File: config.mk
export PLATFORM = sky130hd
export DESIGN_NAME = bpsio_port
export DESIGN_NICKNAME = d
export VERILOG_FILES = /design/src/bpsio_pkg.sv /design/src/bpsio_sync.sv /design/src/bpsio_port.sv
export SDC_FILE = /design/constraint.sdc
export NUM_CORES = 1
export LEC_CHECK = 0
export ABC_AREA = 1
export BUFFER_PORTS_ARGS = -buffer_cell sky130_fd_sc_hd__buf_2
export CAP_MARGIN = 10
export CORE_MARGIN = 4
export CORE_UTILIZATION = 54
export DETAILED_ROUTE_END_ITERATION = 10
export PLACE_DENSITY = 0.76
export SLEW_MARGIN = 20
export SYNTH_ARGS = -nofsm -noshare
export SYNTH_HDL_FRONTEND = slang
export SYNTH_SLANG_ARGS = --single-unit
export TNS_END_PERCENT = 20
File: constraint.sdc
create_clock -name mclk -period 2.29 [get_ports mclk]
set_input_delay 0.229 -clock mclk [delete_from_list [all_inputs] [get_ports mclk]]
set_output_delay 0.229 -clock mclk [all_outputs]
set_load 0.01 [all_outputs]
File: src/bpsio_pkg.sv
// Constants for the bracket panel soft input/output port.
// Assumes one 100 MHz clock and an 8-bit low-speed bus with strobes.
package bpsio_pkg;

  // ----------------------------------------------------------------
  // Widths
  // ----------------------------------------------------------------
  localparam int DATA_W   = 8;
  localparam int JUMPER_W = 3;
  localparam int SWITCH_W = 4;
  localparam int SYNC_W   = 4 + JUMPER_W + SWITCH_W + DATA_W;

  // ----------------------------------------------------------------
  // Register field positions
  // ----------------------------------------------------------------
  localparam int TOGGLE_BIT = 7;
  localparam int RED_BIT    = 2;
  localparam int GREEN_BIT  = 1;
  localparam int AMBER_BIT  = 0;
  localparam int JUMPER_LSB = 4;
  localparam int SWITCH_LSB = 0;

  // ----------------------------------------------------------------
  // Reset values
  // ----------------------------------------------------------------
  localparam logic LAMP_OFF   = 1'b1;
  localparam logic TOGGLE_RST = 1'b0;
  // Enable low, select and strobes idle high, jumpers/switch/data low
  localparam logic [SYNC_W-1:0] SYNC_RST = 19'h3_8000;

endpackage

File: src/bpsio_sync.sv
// Three-stage input filter for pins from outside the clock domain.
// Assumes nothing beyond the clock and asynchronous reset.
`timescale 1ns/100ps
module bpsio_sync #(
  parameter int           W       = 1,
  parameter logic [W-1:0] RST_VAL = '0
) (
  // Clock and reset
  input  wire logic         mclk,
  input  wire logic         rst,
  // Pins and filtered levels
  input  wire logic [W-1:0] pinIn,
  output logic      [W-1:0] pinOut
);

  logic [W-1:0] stage1_r;
  logic [W-1:0] stage2_r;
  logic [W-1:0] stage3_r;
  logic [W-1:0] pinOut_nxt;

  // ----------------------------------------------------------------
  // Acceptance
  // ----------------------------------------------------------------
  // Stage one is read only by stage two; a level counts once 2 and 3 agree
  genvar i;
  generate
    for (i = 0; i < W; i++) begin : gAgree
      assign pinOut_nxt[i] = (stage2_r[i] == stage3_r[i]) ? stage3_r[i]
                                                           : pinOut[i];
    end
  endgenerate

  always_ff @(posedge mclk or posedge rst) begin
    if (rst) begin
      stage1_r <= RST_VAL;
      stage2_r <= RST_VAL;
      stage3_r <= RST_VAL;
      pinOut   <= RST_VAL;
    end else begin
      stage1_r <= pinIn;
      stage2_r <= stage1_r;
      stage3_r <= stage2_r;
      pinOut   <= pinOut_nxt;
    end
  end

endmodule

File: src/bpsio_port.sv
// Soft input/output port on the low-speed bus, select region two.
// Assumes bus pins, jumpers and switch are asynchronous to mclk.
`timescale 1ns/100ps
module bpsio_port
  import bpsio_pkg::*;
(
  // Clock and reset
  input  wire logic                mclk,
  input  wire logic                rst,
  // Low-speed bus
  input  wire logic                busEnable,
  input  wire logic                lowspeedSelectRegionTwoN,
  input  wire logic                readStrobeN,
  input  wire logic                writeStrobeN,
  input  wire logic [DATA_W-1:0]   dataIn,
  output logic      [DATA_W-1:0]   dataOut_r,
  output logic                     dataOe_r,
  // Bracket panel and board inputs
  input  wire logic                jumperPeripheralAccess,
  input  wire logic                jumperOptionB,
  input  wire logic                jumperOptionC,
  input  wire logic [SWITCH_W-1:0] switchPosition,
  // Lamps, active low
  output logic                     redLampN_r,
  output logic                     greenLampN_r,
  output logic                     amberLampN_r
);

  // ----------------------------------------------------------------
  // Input filtering
  // ----------------------------------------------------------------
  logic [SYNC_W-1:0]   pinRaw;
  logic [SYNC_W-1:0]   pinSync;
  logic                enSync;
  logic                selNSync;
  logic                rdNSync;
  logic                wrNSync;
  logic [JUMPER_W-1:0] jumperSync;
  logic [SWITCH_W-1:0] switchSync;
  logic [DATA_W-1:0]   dataSync;

  assign pinRaw = {busEnable, lowspeedSelectRegionTwoN, readStrobeN,
                   writeStrobeN, jumperPeripheralAccess, jumperOptionB,
                   jumperOptionC, switchPosition, dataIn};

  bpsio_sync #(
    .W       (SYNC_W),
    .RST_VAL (SYNC_RST)
  ) uSync (
    .mclk   (mclk),
    .rst    (rst),
    .pinIn  (pinRaw),
    .pinOut (pinSync)
  );

  assign {enSync, selNSync, rdNSync, wrNSync,
          jumperSync, switchSync, dataSync} = pinSync;

  // ----------------------------------------------------------------
  // Decode
  // ----------------------------------------------------------------
  // Enable filter resets low, so no access lands until software enables
  logic               access;
  logic               writeTake;
  logic               readActive;
  logic               wrNPrev_r;
  logic               toggle_r;
  logic [DATA_W-1:0]  readWord;

  assign access     = enSync & ~selNSync;
  // Write taken at strobe release, when the data has settled longest
  assign writeTake  = access & wrNSync & ~wrNPrev_r;
  assign readActive = access & ~rdNSync & wrNSync;
  // Live jumper levels and inverted switch levels, no latching; bit 7 is the stored toggle; lamp state is never returned
  assign readWord   = {toggle_r, jumperSync,
                       ~switchSync};

  // ----------------------------------------------------------------
  // Register
  // ----------------------------------------------------------------
  // Data bits 6 to 3 are not stored anywhere
  always_ff @(posedge mclk or posedge rst) begin
    if (rst) begin
      wrNPrev_r    <= 1'b1;
      toggle_r     <= TOGGLE_RST;
      redLampN_r   <= LAMP_OFF;
      greenLampN_r <= LAMP_OFF;
      amberLampN_r <= LAMP_OFF;
    end else begin
      wrNPrev_r <= wrNSync;
      if (writeTake) begin
        toggle_r     <= dataSync[TOGGLE_BIT];
        redLampN_r   <= dataSync[RED_BIT];
        greenLampN_r <= dataSync[GREEN_BIT];
        amberLampN_r <= dataSync[AMBER_BIT];
      end
    end
  end

  always_ff @(posedge mclk or posedge rst) begin
    if (rst) begin
      dataOut_r <= '0;
      dataOe_r  <= 1'b0;
    end else begin
      dataOut_r <= readWord;
      dataOe_r  <= readActive;
    end
  end

  // ----------------------------------------------------------------
  // Checks
  // ----------------------------------------------------------------
  a_toggle_store: assert property (@(posedge mclk) disable iff (rst)
    writeTake |=> toggle_r == $past(dataSync[TOGGLE_BIT]) ##1
                  dataOut_r[TOGGLE_BIT] == $past(toggle_r))
    else $error("Scratch bit not stored or read back");

  a_red_lamp: assert property (@(posedge mclk) disable iff (rst)
    writeTake |=> redLampN_r == $past(dataSync[RED_BIT]))
    else $error("Red lamp does not follow write bit");

  a_green_lamp: assert property (@(posedge mclk) disable iff (rst)
    writeTake |=> greenLampN_r == $past(dataSync[GREEN_BIT]))
    else $error("Green lamp does not follow write bit");

  a_amber_lamp: assert property (@(posedge mclk) disable iff (rst)
    writeTake |=> amberLampN_r == $past(dataSync[AMBER_BIT]))
    else $error("Amber lamp does not follow write bit");

  a_lamps_hold: assert property (@(posedge mclk) disable iff (rst)
    !writeTake |=> $stable({toggle_r, redLampN_r, greenLampN_r,
                            amberLampN_r}))
    else $error("Port state changed without a write");

  a_jumper_live: assert property (@(posedge mclk) disable iff (rst)
    dataOe_r |-> dataOut_r[JUMPER_LSB +: JUMPER_W] == $past(jumperSync))
    else $error("Jumper bits not live");

  a_switch_invert: assert property (@(posedge mclk) disable iff (rst)
    dataOe_r |-> dataOut_r[SWITCH_LSB +: SWITCH_W] == ~$past(switchSync))
    else $error("Switch nibble not inverted");

  a_bus_disabled: assert property (@(posedge mclk) disable iff (rst)
    !enSync |=> !dataOe_r && $stable(redLampN_r))
    else $error("Access while low-speed bus disabled");

  a_alias_decode: assert property (@(posedge mclk) disable iff (rst)
    (enSync && !selNSync && !rdNSync && wrNSync) |=> dataOe_r)
    else $error("Selected read not answered");

endmodule

Word level (Yosys, flattened, before mapping)

Cells that the tools add are included.

RAM bits: 0
Word-level logic and storage cells: 49
Memory bits (read-only): 0
Register bits after elaboration: 86
Memories: 0
Input port bits: 21
Output and inout bits: 12
Bits in latches: 0

Add/sub/neg operators: 0
Equality and inequality tests: 15
Reductions and logical operators: 0
Shifts and indexed selects: 0
Divide/modulo/power cells: 0
Bitwise gates (word level): 9
Order comparisons: 0
Multiply operators: 0
Mux-type cells: 0

Operators with widths:

| operator            | count |
|---|---|
| equality test 1 bit | 15 |
| bitwise AND 1 bit   | 5 |
| NOT 4 bit           | 1 |
| NOT 1 bit           | 3 |

Logic depth before layout (Yosys ltp)

Word-level depth: 4
Depth in mapped cells: 5
Mapped depth without buffers: 5

Cells and area by module

Synthesis repeated with hierarchy kept, for this count alone.

Cells, all modules: 189
Area total of the unflattened synthesis: 2691.3 µm²

Modules (own cells, without submodules):

| module     | cells each | sequential area each (µm²) | area each (µm²) | times used |
|---|---|---|---|---|
| bpsio_sync | 153        | 1916.8                     | 2229.6          | 1 |
| bpsio_port | 36         | 355.3                      | 461.7           | 1 |

Worst setup path after synthesis

Ideal clock, no wire load.

Path kind: register -> register
From: register uSync.pinOut[15]
To: register toggle_r
Path buffers: 0
Setup slack: 1.299 ns
Cell stages (with the launch flop): 6
Setup time: 0.116 ns
Arrival: 0.875 ns
Clock period less this slack: 0.991 ns
Data required time: 2.174 ns
Path through: dfstp_2 > nand2_2 > nor2_8 > nand2_4 > nand2_1 > nand2_1

Longest elaborated chain between the ends: 2

RTL lines:

| item                           | line             | RTL |
|---|---|---|
| from (decl)                    | bpsio_sync.sv:13 | `output logic [W-1:0] pinOut` |
| from (signal assigned)         | bpsio_sync.sv:43 | `pinOut <= pinOut_nxt;` |
| bitwise AND 1 bit (2 in a row) | bpsio_port.sv:72 | `assign writeTake = access & wrNSync & ~wrNPrev_r;` |
| to (signal assigned)           | bpsio_port.sv:92 | `toggle_r <= dataSync[TOGGLE_BIT];` |
| to (decl)                      | bpsio_port.sv:67 | `logic toggle_r;` |

No other way between the ends.
A chain may end at the register's enable or synchronous reset.

==> impl_metrics.json <==
{
  "finalCriticalPeriod_ns": 1.21,
  "start_kind": "input port",
  "power_density_nw_per_um2": 1050,
  "grt_max_degree": 48,
  "ant_nets": 0,
  "timing.hold.worst.class": "input port to flip-flop",
  "placeableCoreArea_um2": 3740,
  "holdWs_ns": 0.0188,
  "path_clk_slew_ns": 0.07,
  "synth_area_um2": 2140,
  "fmax_ghz": 0.827,
  "gp_congestion": 0.638,
  "drtIter0Drc": 43,
  "ir_drop_mv": 0.608,
  "finalSetupViolCount": 0,
  "ys.flop_type": "dfrtp_1",
  "ys_types": 11,
  "maxSlewHeadroom_pct": 61.8,
  "cts_max_level": 3,
  "synth-edff-count": 0,
  "tns_ns": 0,
  "maxSlewViolCount": 0,
  "synth_top_area_share_pct": 67.9,
  "fp-row-count": 22,
  "yosysMostFrequentCell": "dfrtp_1",
  "status": "complete, no violations",
  "ys_top_cells_by_area": "dfrtp_1 (68%), dfstp_2 (20%), maj3_1 (6.6%)",
  "sequentialPowerShare_pct": 51.8,
  "syn_inst": 111,
  "maxCapViolations": 0,
  "finalHoldViolations": 0,
  "finalWorstSetupSlack_ns": 1.08,
  "ys_warn_count": 0,
  "p_switching_uw": 578,
  "p_leak_uw": 0.00128,
  "worst_slew_pin_slew_ns": 0.572,
  "reg2reg_to": "toggle_r",
  "rsz0062_at_grt": "no",
  "grt_pass1_wl_um": 5060,
  "crit-reg2reg-launch": "uSync.pinOut[15]",
  "clock_sinks": 74,
  "nFillCells": 242,
  "die_h_um": 70.9,
  "start_util_pct": 57.1,
  "drive_above_1_share_pct": 38.2,
  "numPortBuffers": 28,
  "dp_slack_ns": 1.23,
  "skew_ns": 0.00450,
  "required_ns": 2.74,
  "vias_per_cell": 4.58,
  "crit_start": "rst",
  "reg2reg_depth": 5,
  "cp-endpoint": "uSync.stage2_r[15]",
  "cts-root-buf": "clkbuf_8",
  "routedWlPerCell_um": 13.2,
  "layout-area-overhead-vs-synth_pct": 28.7,
  "diodes": 0,
  "grt_use_total_pct": 13.8,
  "period_share_pct": 52.8,
  "place_area_um2": 2360,
  "p_int_uw": 2320,
  "antenna_found_initial": 0,
  "cts_buffer_depth": 2,
  "clk_latency_ns": 0.32,
  "worstPathArrival_ns": 1.65,
  "hpwl_um": 1810,
  "p_comb_share_pct": 6.4,
  "synth_nets": 132,
  "endpoint_kind": "asynchronous set/reset pin",
  "dieArea_um2": 5030,
  "yosysSeqAreaShare_pct": 87.5,
  "remaining_drc_errors": 0,
  "r2r_slack_ns": 1.23,
  "nets": 186,
  "die-width_um": 70.9,
  "synth_top_area_cell": "dfrtp_1",
  "sw_frac_of_total_pct": 20.0,
  "drt_wl_total_um": 2880,
  "cts_inserted_buffers": 9,
  "path_class": "input port to asynchronous set/reset pin",
  "io_pins": 33,
  "drt-pass1-iter-count": 3,
  "async_flop_share_pct": 100,
  "vias": 999,
  "ys_ff_latch": 74,
  "postLayoutCellArea_um2": 2750,
  "grt_pass1_vias": 1121,
  "avgSynthCellArea_um2": 19.3,
  "crit_fanout": 47,
  "grt-ovfl-total": 0,
  "cts_tree": "done",
  "yosys-top-cells-count": "dfrtp_1 (58), dfstp_2 (16), maj3_1 (14), nand2_1 (8), inv_1 (6)",
  "p_clk_share_pct": 41.8
}
-- cells in the final DEF, fill, tap and decap left out --
master	count
nand3_1	4
nor3_1	1
clkbuf_1	1
nor2_8	1
nand2_4	1
clkbuf_8	11
dfrtp_1	58
nand2_1	8
inv_1	5
dfstp_2	16
buf_2	28
dlygate4sd3_1	14
inv_2	1
maj3_1	14
maj3_2	1
clkinvlp_4	1
buf_12	1
bufinv_16	3
nand2_2	1
-- logic make-up after synthesis --
| kind of cell | after synthesis | share of synthesized area [%] |
|---|---|---|
| and+or+nand+nor | 16 | 4.33 |
| DFF | 74 | 87.5 |
| buffers and inverters | 6 | 1.05 |
| adders and majority gates | 15 | 7.08 |
-- critical path, stage by stage --
cell	delay (ns)
dlygate4sd3_1	0.54
buf_2	0.13
inv_2	0.42
buf_12	0.32
-- registers in the layout (all words and copies together) (netlist names) --
signal          count
amberLampN_r        1
dataOe_r            1
dataOut_r           8
greenLampN_r        1
redLampN_r          1
toggle_r            1
uSync.pinOut       15
uSync.stage1_r     15
uSync.stage2_r     15
uSync.stage3_r     15
wrNPrev_r           1
-- per-layer routing --
metal | up-vias | routed length [um] | track usage (%)
met5 | - | 0 | 0
met3 | 8 | 140 | 4.40
met2 | 26 | 1520 | 22.8
li1 | 463 | - | -
met1 | 502 | 1160 | 15.6
met4 | 0 | 63 | 8.77
-- cell type report --
type	instances	area [um2]	area share, %
sequential	74	1870	68.0
timing repair buffer	43	300	10.9
multi-input combinational	31	244	8.87
clock buffer	12	155	5.64
clock inverter	4	97.6	3.55
tap	48	60.1	2.18
inverter	6	22.5	0.819
-- stage by stage --
stage	std cells	total power, uW	utilization, %
after floorplan	111	1610	-
after global placement	188	1680	63.0
after detailed placement	188	1700	63.0
after CTS	218	2940	73.5
after global routing	218	3010	73.5
final	218	2900	73.5
-- repair_timing --
action                    4_1_cts  5_1_grt
hold buffers                   14        0
hold endpoints to repair       37        0
setup buffers                   0        0
resized for setup               0        0
-- power by group through the flow --
stage                     sequential (uW)  combinational [uW]  clock, uW
final                                1500                 185       1210
after global routing                 1510                 207       1290
after CTS                            1500                 190       1240
after detailed placement             1520                 171          0
after global placement               1520                 162          0
after floorplan                      1530                74.9          0
-- how the worst min path moves through the flow --
stage	startpoint	endpoint	slack (ns)	cells after the start
final	dataIn[1]	uSync.stage1_r[1]	0.02	1
after global routing	dataIn[1]	uSync.stage1_r[1]	0.0002	1
after CTS	dataIn[1]	uSync.stage1_r[1]	0.004	1
after detailed placement	rst	uSync.stage2_r[14]	0.32	2
after global placement	rst	uSync.stage1_r[14]	0.30	2
after floorplan	writeStrobeN	uSync.stage1_r[15]	0.23	0
No activity file was read; power rests on OpenSTA's default activity.
